File: config.mk
export PLATFORM = sky130hd
export DESIGN_NAME = ccr_config_regs
export DESIGN_NICKNAME = d
export VERILOG_FILES = /design/src/shared/ccr_pkg.sv /design/src/shared/ccr_reg_if.sv /design/src/hdl/ccr_reg8.sv /design/src/hdl/ccr_config_regs.sv
export VERILOG_INCLUDE_DIRS = /design/src /design/src/shared
export SDC_FILE = /design/constraint.sdc
export NUM_CORES = 1
export LEC_CHECK = 0
export BUFFER_PORTS_ARGS = -buffer_cell sky130_fd_sc_hd__clkbuf_2
export CAP_MARGIN = 20
export CELL_PAD_IN_SITES_DETAIL_PLACEMENT = 1
export CELL_PAD_IN_SITES_GLOBAL_PLACEMENT = 2
export CORE_ASPECT_RATIO = 0.75
export CORE_MARGIN = 8
export CORE_UTILIZATION = 30
export CTS_CLUSTER_DIAMETER = 120
export DETAILED_ROUTE_END_ITERATION = 7
export PLACE_DENSITY = 0.85
export SETUP_SLACK_MARGIN = 0.1
export SYNTH_ARGS = -nofsm -noshare
export SYNTH_HDL_FRONTEND = slang
export SYNTH_SLANG_ARGS = --single-unit
File: constraint.sdc
create_clock -name clk_sys_in -period 2.81 [get_ports clk_sys_in]
set_input_delay 0 -clock clk_sys_in [delete_from_list [all_inputs] [get_ports clk_sys_in]]
set_output_delay 0 -clock clk_sys_in [all_outputs]
set_load 0.03 [all_outputs]
File: src/shared/ccr_defines.svh
`ifndef CCR_DEFINES_SVH
`define CCR_DEFINES_SVH

// Register offsets on the serial register port.
`define CCR_OFF_ADC_OTG     8'h03
`define CCR_OFF_CHG_CTRL    8'h04
`define CCR_OFF_FAST_CURR   8'h05
`define CCR_OFF_PRE_TERM    8'h06

// Field positions.
`define CCR_ADC_GO_BIT      7
`define CCR_ADC_CONT_BIT    6

// Power-on values of the four registers.
`define CCR_RST_ADC_OTG     8'h10
`define CCR_RST_CHG_CTRL    8'h5B
`define CCR_RST_FAST_CURR   8'hA6
`define CCR_RST_PRE_TERM    8'h22

// Writable bit masks; reserved positions are zero.
`define CCR_MASK_ADC_OTG    8'hFB
`define CCR_MASK_CHG_CTRL   8'hFF
`define CCR_MASK_FAST_CURR  8'hBF
`define CCR_MASK_PRE_TERM   8'hFF

// Bits of the charge-control register kept across watchdog expiry.
`define CCR_KEEP_WDOG_CHG   8'h0F

`endif

File: src/shared/ccr_pkg.sv
package ccr_pkg;
    typedef enum logic [2:0] {
        CCR_ADC_IDLE = 3'b001,
        CCR_ADC_BUSY = 3'b010,
        CCR_ADC_CONT = 3'b100
    } ccr_adc_state_t;
endpackage

File: src/shared/ccr_reg_if.sv
`timescale 1ns/1ns
// Carries one register's update request and its current value.
interface ccr_reg_if;
    logic       load;
    logic [7:0] load_val;
    logic [7:0] q;
    modport ctl (output load, output load_val, input q);
    modport reg_side (input load, input load_val, output q);
endinterface

File: src/hdl/ccr_reg8.sv
`timescale 1ns/1ns
`include "ccr_defines.svh"
// One 8-bit register with a reset value and a writable mask.
module ccr_reg8 #(
    parameter logic [7:0] RST_VAL = 8'h00,
    parameter logic [7:0] MASK    = 8'hFF
) (
    input  wire logic clk_sys_in,
    input  wire logic srst_in,
    ccr_reg_if.reg_side rif
);
    logic [7:0] val_r;

    // Reserved bits never store anything.
    always_ff @(posedge clk_sys_in) begin
        if (srst_in) begin
            val_r <= RST_VAL;
        end else if (rif.load) begin
            val_r <= rif.load_val & MASK;
        end
    end

    assign rif.q = val_r;
endmodule

File: src/hdl/ccr_config_regs.sv
`timescale 1ns/1ns
`include "ccr_defines.svh"
// How it works
// - Writing 1 to bit 7 starts conversion; it reads 1 while conversion runs.
// - In continuous mode host writes to the conversion go bit are ignored.
// - Bit 6 picks one-shot (0) or continuous (1) conversion; resets to 0.
// - Bits 5:3 set OTG voltage, 4.8 V base, 100 mV step, default 010.
// - Bits 1:0 set OTG current limit 0.5 to 1.5 A, default 00.
// - Charge-control bit 7 enables the battery load sink; resets to 0.
// - Charge-control bit 6 enables the status pin; resets to 1.
// - Bits 5:4 pick charge off, charge on, reserved or OTG; default 01.
// - Bits 3:1 set minimum system voltage 3 V to 3.75 V; default 101.
// - Bit 0 picks 100 mV or 150 mV track voltage; default 150 mV.
// - Charge-current bit 7 picks 2.8 V or 3.0 V pre-charge threshold; default 1.
// - Bits 5:0 set fast charge current, 320 mA base, 42 mA step, default 100110.
// - Bits 7:4 set pre-charge current, 150 mA base, 40 mA step, default 0010.
// - Bits 3:0 set termination current, 120 mA base, 40 mA step, default 0010.
// - A register reset request restores all four registers to power-on values.
module ccr_config_regs (
    input  wire logic       clk_sys_in,
    input  wire logic       srst_in,
    input  wire logic       wr_en_in,
    input  wire logic [7:0] wr_addr_in,
    input  wire logic [7:0] wr_data_in,
    input  wire logic [7:0] rd_addr_in,
    input  wire logic       reg_reset_in,
    input  wire logic       watchdog_expiry_in,
    input  wire logic       adc_done_in,
    output logic [7:0]      rd_data_out,
    output logic            adc_start_out,
    output logic            adc_cont_out,
    output logic [2:0]      otg_volt_code_out,
    output logic [1:0]      otg_curr_lim_code_out,
    output logic            batt_sink_on_out,
    output logic            stat_pin_en_out,
    output logic [1:0]      charge_op_sel_out,
    output logic [2:0]      sys_min_volt_code_out,
    output logic            batt_track_sel_out,
    output logic            precharge_thresh_sel_out,
    output logic [5:0]      fast_curr_code_out,
    output logic [3:0]      precharge_curr_code_out,
    output logic [3:0]      term_curr_code_out
);
    ccr_reg_if adc_if ();
    ccr_reg_if chg_if ();
    ccr_reg_if icc_if ();
    ccr_reg_if pre_if ();

    ccr_pkg::ccr_adc_state_t adc_st_r;
    ccr_pkg::ccr_adc_state_t adc_st_nxt;
    logic [7:0] rd_data_r;
    logic [7:0] rd_data_nxt;
    logic [7:0] adc_val;

    // Write strobes per register.
    wire logic wr_adc = wr_en_in && (wr_addr_in == `CCR_OFF_ADC_OTG);
    wire logic wr_chg = wr_en_in && (wr_addr_in == `CCR_OFF_CHG_CTRL);
    wire logic wr_icc = wr_en_in && (wr_addr_in == `CCR_OFF_FAST_CURR);
    wire logic wr_pre = wr_en_in && (wr_addr_in == `CCR_OFF_PRE_TERM);

    // Current mode and go bit, as stored.
    wire logic cont_now = adc_if.q[`CCR_ADC_CONT_BIT];
    wire logic go_now   = adc_if.q[`CCR_ADC_GO_BIT];

    // Go bit for a write: host value unless continuous mode locks it.
    wire logic go_wr = cont_now ? go_now : wr_data_in[`CCR_ADC_GO_BIT];

    // Go bit after the conversion engine acts: one-shot completion clears it.
    wire logic go_done = (adc_st_r == ccr_pkg::CCR_ADC_BUSY) && adc_done_in
                         && !cont_now;

    // Register-reset request restores everything to power-on values.
    wire logic restore_all = reg_reset_in;

    // Next value of the ADC/OTG register.
    always_comb begin
        adc_val = adc_if.q;
        if (wr_adc) begin
            adc_val = {go_wr, wr_data_in[6:0]};
        end
        if (go_done && !(wr_adc && go_wr)) begin
            adc_val[`CCR_ADC_GO_BIT] = 1'b0;
        end
    end

    // Register loads: a reset source wins over a host write.
    always_comb begin
        adc_if.load     = 1'b1;
        adc_if.load_val = adc_val;
        chg_if.load     = wr_chg;
        chg_if.load_val = wr_data_in;
        icc_if.load     = wr_icc;
        icc_if.load_val = wr_data_in;
        pre_if.load     = wr_pre;
        pre_if.load_val = wr_data_in;
        if (restore_all) begin
            adc_if.load_val = `CCR_RST_ADC_OTG;
            chg_if.load     = 1'b1;
            chg_if.load_val = `CCR_RST_CHG_CTRL;
            icc_if.load     = 1'b1;
            icc_if.load_val = `CCR_RST_FAST_CURR;
            pre_if.load     = 1'b1;
            pre_if.load_val = `CCR_RST_PRE_TERM;
        end else if (watchdog_expiry_in) begin
            adc_if.load_val = `CCR_RST_ADC_OTG;
            chg_if.load     = 1'b1;
            chg_if.load_val = (`CCR_RST_CHG_CTRL & ~`CCR_KEEP_WDOG_CHG)
                              | (chg_if.q & `CCR_KEEP_WDOG_CHG);
            icc_if.load     = 1'b1;
            icc_if.load_val = `CCR_RST_FAST_CURR;
            pre_if.load     = 1'b1;
            pre_if.load_val = `CCR_RST_PRE_TERM;
        end
    end

    // ADC/OTG register: go, mode, OTG voltage and current limit.
    ccr_reg8 #(
        .RST_VAL (`CCR_RST_ADC_OTG),
        .MASK    (`CCR_MASK_ADC_OTG)
    ) u_adc (
        .clk_sys_in (clk_sys_in),
        .srst_in    (srst_in),
        .rif        (adc_if.reg_side)
    );

    // Charge-control register: sink, status pin, operation, VSYS, track.
    ccr_reg8 #(
        .RST_VAL (`CCR_RST_CHG_CTRL),
        .MASK    (`CCR_MASK_CHG_CTRL)
    ) u_chg (
        .clk_sys_in (clk_sys_in),
        .srst_in    (srst_in),
        .rif        (chg_if.reg_side)
    );

    // Charge-current register: pre-charge threshold and fast current.
    ccr_reg8 #(
        .RST_VAL (`CCR_RST_FAST_CURR),
        .MASK    (`CCR_MASK_FAST_CURR)
    ) u_icc (
        .clk_sys_in (clk_sys_in),
        .srst_in    (srst_in),
        .rif        (icc_if.reg_side)
    );

    // Pre-charge and termination current register.
    ccr_reg8 #(
        .RST_VAL (`CCR_RST_PRE_TERM),
        .MASK    (`CCR_MASK_PRE_TERM)
    ) u_pre (
        .clk_sys_in (clk_sys_in),
        .srst_in    (srst_in),
        .rif        (pre_if.reg_side)
    );

    // Conversion tracker follows the go and mode bits being loaded this cycle.
    always_comb begin
        adc_st_nxt = adc_st_r;
        case (adc_st_r)
            ccr_pkg::CCR_ADC_IDLE: begin
                if (adc_val[`CCR_ADC_GO_BIT]) begin
                    adc_st_nxt = adc_val[`CCR_ADC_CONT_BIT] ? ccr_pkg::CCR_ADC_CONT
                                                            : ccr_pkg::CCR_ADC_BUSY;
                end
            end
            ccr_pkg::CCR_ADC_BUSY: begin
                if (!adc_val[`CCR_ADC_GO_BIT]) begin
                    adc_st_nxt = ccr_pkg::CCR_ADC_IDLE;
                end else if (adc_val[`CCR_ADC_CONT_BIT]) begin
                    adc_st_nxt = ccr_pkg::CCR_ADC_CONT;
                end
            end
            ccr_pkg::CCR_ADC_CONT: begin
                if (!adc_val[`CCR_ADC_GO_BIT]) begin
                    adc_st_nxt = ccr_pkg::CCR_ADC_IDLE;
                end else if (!adc_val[`CCR_ADC_CONT_BIT]) begin
                    adc_st_nxt = ccr_pkg::CCR_ADC_BUSY;
                end
            end
            default: begin
                adc_st_nxt = ccr_pkg::CCR_ADC_IDLE;
            end
        endcase
        if (restore_all || watchdog_expiry_in) begin
            adc_st_nxt = ccr_pkg::CCR_ADC_IDLE;
        end
    end

    always_ff @(posedge clk_sys_in) begin
        if (srst_in) begin
            adc_st_r <= ccr_pkg::CCR_ADC_IDLE;
        end else begin
            adc_st_r <= adc_st_nxt;
        end
    end

    // Read mux; unmapped offsets read zero.
    always_comb begin
        if (rd_addr_in == `CCR_OFF_ADC_OTG) begin
            rd_data_nxt = adc_if.q & `CCR_MASK_ADC_OTG;
        end else if (rd_addr_in == `CCR_OFF_CHG_CTRL) begin
            rd_data_nxt = chg_if.q;
        end else if (rd_addr_in == `CCR_OFF_FAST_CURR) begin
            rd_data_nxt = icc_if.q & `CCR_MASK_FAST_CURR;
        end else if (rd_addr_in == `CCR_OFF_PRE_TERM) begin
            rd_data_nxt = pre_if.q;
        end else begin
            rd_data_nxt = 8'h00;
        end
    end

    // Registered read data and field outputs.
    always_ff @(posedge clk_sys_in) begin
        if (srst_in) begin
            rd_data_r <= 8'h00;
        end else begin
            rd_data_r <= rd_data_nxt;
        end
    end

    assign rd_data_out              = rd_data_r;
    assign adc_start_out            = adc_if.q[7];
    assign adc_cont_out             = adc_if.q[6];
    assign otg_volt_code_out        = adc_if.q[5:3];
    assign otg_curr_lim_code_out    = adc_if.q[1:0];
    assign batt_sink_on_out         = chg_if.q[7];
    assign stat_pin_en_out          = chg_if.q[6];
    assign charge_op_sel_out        = chg_if.q[5:4];
    assign sys_min_volt_code_out    = chg_if.q[3:1];
    assign batt_track_sel_out       = chg_if.q[0];
    assign precharge_thresh_sel_out = icc_if.q[7];
    assign fast_curr_code_out       = icc_if.q[5:0];
    assign precharge_curr_code_out  = pre_if.q[7:4];
    assign term_curr_code_out       = pre_if.q[3:0];
endmodule

# Word level (Yosys, flattened, before mapping)
# Index checks and enable logic that the tools add are counted.
# classes
n_eq_ne	15
n_reduce_logical	16
mux	26
# ops
cell	n
$mux W8	11
$eq A8 B3 Y1 const B	6
$mux W3	6
$eq A8 B2 Y1 const B	2
$pmux W3 S3	1
$logic_and A1 B1 Y1	8
$mux W1	8
$ne A3 B3 Y1 const B	2
$ne A2 B2 Y1 const B	2
$reduce_or A2 Y1	2
$eq A3 B1 Y1 const B	1
$eq A3 B2 Y1 const B	1
$eq A3 B3 Y1 const B	1
$reduce_and A3 Y1	1
$reduce_or A3 Y1	1
$logic_not A1 Y1	2
$reduce_and A2 Y1	1
$logic_or A1 B1 Y1	1
# word_totals
out_inout_bits	38
reg_bits	42
in_bits	30

# Depth between registers and ports, before layout
# Gate-level depths: netlist (run 1).
# logic_depth
ltp_word	8
ltp_mapped	6
ltp_nobuf	4

# By module
# Synthesis (run 1) repeated with hierarchy kept, for this count alone.
# unflattened
hier_cells	223
area_unflattened_um2	2120.8
# modules_own_cells
mod	seq_area_each_um2	area_per_inst_um2	n_inst	cells_per_inst
ccr_config_regs	220.2	993.5	1	123
ccr_reg8 (u_chg)	160.2	299.0	1	26
ccr_reg8 (u_pre)	160.2	292.8	1	26
ccr_reg8 (u_icc)	140.1	272.8	1	24
ccr_reg8 (u_adc)	140.1	262.8	1	24

# Worst setup path after synthesis (run 1)
# No wires, ideal clock.
# synth_timing
path_kind	input port to flip-flop
start	input port wr_addr_in[5]
end	register adc_st_r[1]
path_slack_ns	1.032
path_stages	6
setup_time_ns	0.128
arrival_ns	1.651
path_cell_list	or4_4 buf_6 or4_4 buf_6 mux2i_4 nor3b_2
# synth_via
elab_chain_cells	8
elab_cells_between_ends	16
# synth_lines
item	line_no	rtl
start: declaration	ccr_config_regs.sv:23	input wire logic [7:0] wr_addr_in,
$eq A8 B2 Y1 (no source line) (*)	-	
$logic_and A1 B1 Y1 (*)	ccr_config_regs.sv:56	wire logic wr_adc = wr_en_in && (wr_addr_in == `CCR_OFF_ADC_OTG);
$logic_and A1 B1 Y1	ccr_config_regs.sv:81	if (go_done && !(wr_adc && go_wr)) begin
$logic_not A1 Y1	ccr_config_regs.sv:81	
$logic_and A1 B1 Y1	ccr_config_regs.sv:81	
$mux W1	ccr_config_regs.sv:81	
$ne A3 B3 Y1 (no source line) (tied with other cells)	-	
$reduce_and A3 Y1 (no source line) or $pmux W3 S3 (tied branches)	-	
end signal: assignment	ccr_config_regs.sv:191	adc_st_r <= ccr_pkg::CCR_ADC_IDLE;
end signal: assignment	ccr_config_regs.sv:193	adc_st_r <= adc_st_nxt;
end: declaration	ccr_config_regs.sv:49	ccr_pkg::ccr_adc_state_t adc_st_r;
# Mark *: on every way between the ends. The rest lies on a longest branch, timed or not. The select of a mux whose other input is x is not followed.
# A chain may end at the register's enable or synchronous reset.

# Final worst setup path (run 1)
# layout_timing
start	input port reg_reset_in
end	register adc_st_r[0]
# layout_via
elab_chain_cells	2
# layout_lines
item	line_no	rtl
start: declaration	ccr_config_regs.sv:26	input wire logic reg_reset_in,
$logic_or A1 B1 Y1	ccr_config_regs.sv:184	if (restore_all || watchdog_expiry_in) begin
$reduce_or A2 Y1 (no source line)	-	
# No other way between the ends.

==> results of run 1 <==
-- final cells by class --
cell class | instances | area (um^2)
Clock buffer | 7 | 86.3
Clock inverter | 1 | 30.0
Multi-Input combinational cell | 123 | 872
Tap cell | 78 | 97.6
Sequential cell | 41 | 821
Inverter | 2 | 7.51
Timing Repair Buffer | 80 | 453
Fill cell | 684 | 3370
-- layer usage --
metal / track usage, % / wire, um / part of all wire (%) / vias up
met5: 0 / 0 / 0 / -
met4: 3.45 / 54 / 0.98 / 0
met3: 5.58 / 360 / 6.6 / 5
met2: 21.4 / 2520 / 46 / 45
met1: 16.6 / 2560 / 47 / 768
li1: - / - / - / 777
-- logic make-up after synthesis --
family	after synthesis	synth area share (%)
DFF	41	46.8
muxes	35	20.8
buffers and inverters	12	3.43
and+or+nand+nor	67	20.1
AOI/OAI and AO/OA	20	8.35
xor gates and xnor gates	1	0.500
-- registers in the layout, indices dropped and copies added, names as in the netlist --
| signal | flops |
|---|---|
| adc_st_r | 3 |
| rd_data_out | 8 |
| u_adc.rif.q | 7 |
| u_chg.rif.q | 8 |
| u_icc.rif.q | 7 |
| u_pre.rif.q | 8 |
-- per-stage QoR --
| step | instance area (um^2) | total power [uW] |
|---|---|---|
| floorplan | 1750 | 628 |
| global placement | 2170 | 664 |
| detailed placement | 2170 | 665 |
| CTS | 2370 | 1180 |
| global route | 2370 | 1210 |
| finish | 2370 | 1170 |
-- worst max-delay path: cells and delay by family --
family                 cells  cell delay (ns)
AO/OA/AOI/OAI              1             0.10
buffers and inverters      3             0.95
multiplexers               1             0.31
AND/OR/NAND/NOR            2             0.67
-- final timing paths --
path / from / end / slack, ns
min: wr_data_in[3] / u_icc.rif.q[3]$_SDFFE_PP0P_ / 0.008
max: reg_reset_in / adc_st_r[0]$_SDFFE_PP1P_ / 0.97
max reg2reg: u_adc.rif.q[6]$_SDFF_PP0_ / adc_st_r[0]$_SDFFE_PP1P_ / 1.22
min reg2reg: u_chg.rif.q[6]$_SDFFE_PP1P_ / u_chg.rif.q[6]$_SDFFE_PP1P_ / 0.52
-- where the power goes --
part           leakage [uW]  switching, uW  internal, uW  total, uW
clock network     0.0000585            217           290        507
logic              0.000633           42.7          35.4       78.1
registers          0.000331          0.147           581        581
total               0.00102            260           906       1170
-- placed cells by master, fill, tap and decap left out, drive strengths merged, types with 2 or more instances in the layout --
| cell | instances |
|---|---|
| or4 | 3 |
| o21ai | 5 |
| nor2 | 30 |
| nand2b | 2 |
| nor4 | 3 |
| nor3 | 7 |
| a22oi | 7 |
| dlygate4sd3 | 8 |
| nor3b | 2 |
| mux2i | 34 |
| clkbuf | 74 |
| or3 | 2 |
| nand2 | 13 |
| inv | 2 |
| dfxtp | 41 |
| o2bb2ai | 7 |
| buf | 5 |
==> summary.md, run 1 <==
| Metric | Value |
|---|---|
| Pin count of the biggest net entering global routing | 17 |
| Crit path kind | input pin to register |
| Drt first-iter violations | 25 |
| Required @ worst endpoint | 3.00 ns |
| Max Cap Violations | 0 |
| Main synth FF type | dfxtp_1 |
| Sum of negative setup slack | 0 ns |
| Count leader, synth | dfxtp_1 |
| IO Port Bufs | 67 |
| Postcts setup bufs | 0 |
| Critical path's largest stage delay | 0.54 ns |
| Worst slew margin | 48.3% |
| FMAX | 542 MHz |
| GRT Total Usage | 13.4% |
| Cells resized by post-CTS repair | 0 |
| PD cells | 492 nW/um^2 |
| Most frequent cells after synthesis | 41 x dfxtp_1, 33 x mux2i_1, 30 x nor2_1 |
| Slew @ Worst Pin | 0.770 ns |
| Area growth from synthesis to layout | 35.0% |
| Hold Crit Depth | 3 |
| Pleak | 0.00102 uW |
| Die height | 82.2 um |
| Hold WS | 0.00792 ns |
| Top Ports | 68 |
| Crit-path cells | dlygate4sd3_1, clkbuf_2, nor3_1, buf_4, o211ai_1, mux2_2, or2_2 |
| Worst-path clk slew | 0.08 ns |
| EDFF count, synth | 0 |
| Max FO, Critical Path | 9 |
| Post-synthesis average cell area | 9.96 um^2 |
| GPL Wtd Cong | 0.730 |
| Cells on worst reg2reg path | 4 |
| Root Buffer | clkbuf_8 |
| Cell count after synthesis | 176 |
| Layout Nets | 283 |
| Syn Nets | 206 |
| Max Slew Vio Count | 0 |
| Ranking of synthesized cells by area | dfxtp_1 47%, mux2i_1 19%, nor2_1 6.4% |
| Mapped cell area | 1750 um^2 |
| Grt total ovfl | 0 |
| Final core occ | 41.3% |
| Via density | 4.80 |
| Hold WC Path Type | input pin to register |
| Number of cell rows | 24 |
| Core area | 5740 um^2 |
| Final worst setup slack | 0.965 ns |
| Fin. Hold Viols | 0 |
| Dpl ws | 0.951 ns |
| Via count | 1595 |
| CTS sink cnt | 41 |
| CP Capture Type | register |
| First-pass GRT wire length | 8940 um |
| Synthesized flop and latch total | 41 |
| Post-CTS Hold Fix Bufs | 8 |
| Later-pin clock latency in the skew report | 0.30 ns |
| Starting Density | 30.6% |
| DR pass1 iterations | 4 |
| Register area share after synthesis | 46.8% |
| Distinct cells, synth | 30 |
| Slowest-stage cell, CP | dlygate4sd3_1 |
| Setup violators final | 0 |
| Ys async rst share | 0% |
| Chip Width | 104 um |
| Final antenna-violating net count | 0 |
| Synth area leader | dfxtp_1 |
| DRC | 0 |
| CP Launch Type | input pin |
| Outcome | completed |
| Cells after DPL | 316 |
| Num CTS Buffers | 5 |
| Post-DP HPWL | 4220 um |
| Crit share post-route | 65.6% |
| Clock skew | 0.00212 ns |
| Drt wl/cell | 16.6 um |
| CTS tree | yes |
| Die area | 8570 um^2 |
| Final Non-Filler Cells | 332 |
| Worst Path Arrival | 2.04 ns |
| Post-Route WL | 5500 um |
| Antenna cells | 0 |
| Initial antenna violation count | 0 |
| VDD IR max | 168 uV |
| Vias in the first global route | 1667 |
| Share of layout cells above drive strength 1 | 35.0% |
| Top-area cell type share of the netlist area | 46.8% |
| Clk buf depth | 2 |
| H-tree depth | 2 |
| RSZ-0062 raised after global routing | no |
| Total of warnings raised by yosys | 0 |
| Fin crit period | 1.84 ns |
No activity file was read; power rests on OpenSTA's default activity.
==> run 2, diff against run 1 <==
--- a/config.mk
+++ b/config.mk
@@ -12,10 +12,10 @@
 export CELL_PAD_IN_SITES_GLOBAL_PLACEMENT = 2
 export CORE_ASPECT_RATIO = 0.75
 export CORE_MARGIN = 8
-export CORE_UTILIZATION = 30
+export CORE_UTILIZATION = 28
 export CTS_CLUSTER_DIAMETER = 120
 export DETAILED_ROUTE_END_ITERATION = 7
-export PLACE_DENSITY = 0.85
+export PLACE_DENSITY = 0.8
 export SETUP_SLACK_MARGIN = 0.1
 export SYNTH_ARGS = -nofsm -noshare
 export SYNTH_HDL_FRONTEND = slang
==> constraint.sdc (replaced) <==
create_clock -name clk_sys_in -period 1.7 [get_ports clk_sys_in]
set_input_delay 0 -clock clk_sys_in [delete_from_list [all_inputs] [get_ports clk_sys_in]]
set_output_delay 0 -clock clk_sys_in [all_outputs]
set_load 0.03 [all_outputs]
==> run 2 against run 1 <==
Sequential share of layout area is 0.45 points lower; non-clock buffer count is 7 higher; setup slack worse by 0.74 ns; clock power is 21% higher; sequential power is 65% higher; worst hold slack better by 0.0047 ns; cell count is 3.0% higher; flip-flop and latch count stayed put; global-route usage is 0.46 points lower; register-to-register slack worse by 0.99 ns; first-iteration DRC count is 60% higher; die area is 5.9% higher; critical endpoint is now adc_st_r[2]$_SDFFE_PP0P_; highest routed layer unchanged.
==> summary.md, run 2 (same netlist as run 1, synthesis figures left out) <==
| Metric | Value |
|---|---|
| Outcome | completed |
| Antenna cells | 0 |
| Postcts setup bufs | 0 |
| Via density | 4.78 |
| Worst Hold Launch | wr_data_in[0] |
| Hold WC Path Type | input pin to register |
| Crit-path cells | or4bb_1, o211ai_1, mux2_2, buf_4, nor3_1 |
| CTS sink cnt | 41 |
| Number of cell rows | 25 |
| DRC | 0 |
| Commonest non-fill, non-tap cell in the layout | clkbuf_2 |
| Final antenna-violating net count | 0 |
| Initial antenna violation count | 0 |
| Worst slew margin | 56.6% |
| Grt total ovfl | 0 |
| Chip Width | 107 um |
| Root Buffer | clkbuf_8 |
| CTS tree | yes |
| Layout Nets | 290 |
| Fin crit period | 1.47 ns |
| H-tree depth | 2 |
| Clk buf depth | 2 |
| Area growth from synthesis to layout | 36.8% |
| Starting Density | 28.3% |
| Share of layout cells above drive strength 1 | 37.5% |
| Max FO, Critical Path | 3 |
| CP Capture Type | register |
| First-pass GRT wire length | 9190 um |
| Drt wl/cell | 16.6 um |
| Cells after DPL | 329 |
| Worst Path Arrival | 1.64 ns |
| FF-to-FF Start | adc_st_r[0]$_SDFFE_PP1P_ |
| RSZ-0062 raised after global routing | no |
| Required @ worst endpoint | 1.86 ns |
| DR pass1 iterations | 4 |
| Slew @ Worst Pin | 0.651 ns |
| Drt first-iter violations | 40 |
| Die height | 84.5 um |
| Slowest-stage cell, CP | or4bb_1 |
| Max Cap Violations | 0 |
| Crit path from | adc_st_r[0]$_SDFFE_PP1P_ |
| Vias in the first global route | 1775 |
| Worst-path clk slew | 0.08 ns |
| GPL Wtd Cong | 0.735 |
| Num CTS Buffers | 5 |
| Top Ports | 68 |
| Final Instance Area | 2400 um^2 |
| Die area | 9070 um^2 |
| Pin count of the biggest net entering global routing | 17 |
| Critical path's largest stage delay | 0.50 ns |
| Later-pin clock latency in the skew report | 0.29 ns |
| Most frequent cells in the layout | 67 x clkbuf_2, 41 x dfxtp_1, 33 x mux2i_1 |
| Post-Route WL | 5690 um |
| FMAX | 678 MHz |
| IO Port Bufs | 67 |
| Placed cell area | 2260 um^2 |
| Hold WS | 0.0126 ns |
| Fin. Hold Viols | 0 |
| Pleak | 0.00104 uW |
| Crit share post-route | 86.7% |
| Crit path kind | register to register |
| VDD IR max | 279 uV |
| GRT Total Usage | 13.0% |
| Setup violators final | 0 |
| CP Launch Type | register |
| Final Non-Filler Cells | 342 |
| Via count | 1635 |
| Core area | 6190 um^2 |
| PD cells | 713 nW/um^2 |
| Clock skew | 0.00504 ns |
| Sum of negative setup slack | 0 ns |
| Post-DP HPWL | 4410 um |
| Max Slew Vio Count | 0 |
==> run 2: cell types whose count changed in the layout (fill, tap and decap cells not counted) <==
cell / delta
buf_4: +9
clkbuf_1: +2
bufinv_16: -1
buf_12: +1
nor4b_1: -1
clkbuf_8: -1
nor4b_2: +1
dlygate4sd3_1: -3
==> run 2: where the power goes <==
group          switching (uW)  internal (uW)
clock                     323            292
combinational            74.0           60.9
sequential              0.254            960
total                     397           1310
==> run 2: final timing paths <==
check | end | slack, ns | depth (start not counted)
max | adc_st_r[2]$_SDFFE_PP0P_ | 0.23 | 5
min | u_pre.rif.q[0]$_SDFFE_PP0P_ | 0.01 | 3
max reg2reg | adc_st_r[2]$_SDFFE_PP0P_ | 0.23 | 5
min reg2reg | u_icc.rif.q[5]$_SDFFE_PP1P_ | 0.51 | 2
==> run 2: cell type report <==
cell class                 instances  area, um^2
clock buffer                       8        80.1
fill                             744        3790
inverter                           2        7.51
multi-input combinational        123         878
sequential                        41         821
tap                               81         101
timing repair buffer              87         510
==> run 2: timing repair <==
item	4_1_cts	5_1_grt
endpoints found under the hold margin	7	0
endpoints found under the setup margin	0	1
resized for setup	0	1
hold buffers	5	0
==> run 2: metal layers <==
| layer | global-route usage [%] | vias to the layer above | share of wire, % |
|---|---|---|---|
| li1 | - | 788 | - |
| met1 | 15.4 | 797 | 44 |
| met2 | 21.4 | 45 | 48 |
| met3 | 4.67 | 5 | 7.4 |
| met4 | 3.77 | 0 | 0.74 |
| met5 | 0 | - | 0 |
==> run 2: stage by stage <==
step	util, %	setup WS (ns)	total power (uW)
6_report	38.7	0.226	1710
5_1_grt	38.7	0.125	1800
4_1_cts	38.6	0.203	1740
3_5_place_dp	36.5	-0.115	1110
3_3_place_gp	36.5	-0.0755	1110
2_1_floorplan	-	-0.0785	1040
==> run 2: worst max-delay path, delay by kind of cell (launching register included) <==
kind                   cells  cell delay (ns)
buffers and inverters      1             0.12
DFF                        1             0.33
and+or+nand+nor            2             0.55
muxes                      1             0.18
AOI/OAI and AO/OA          1             0.17
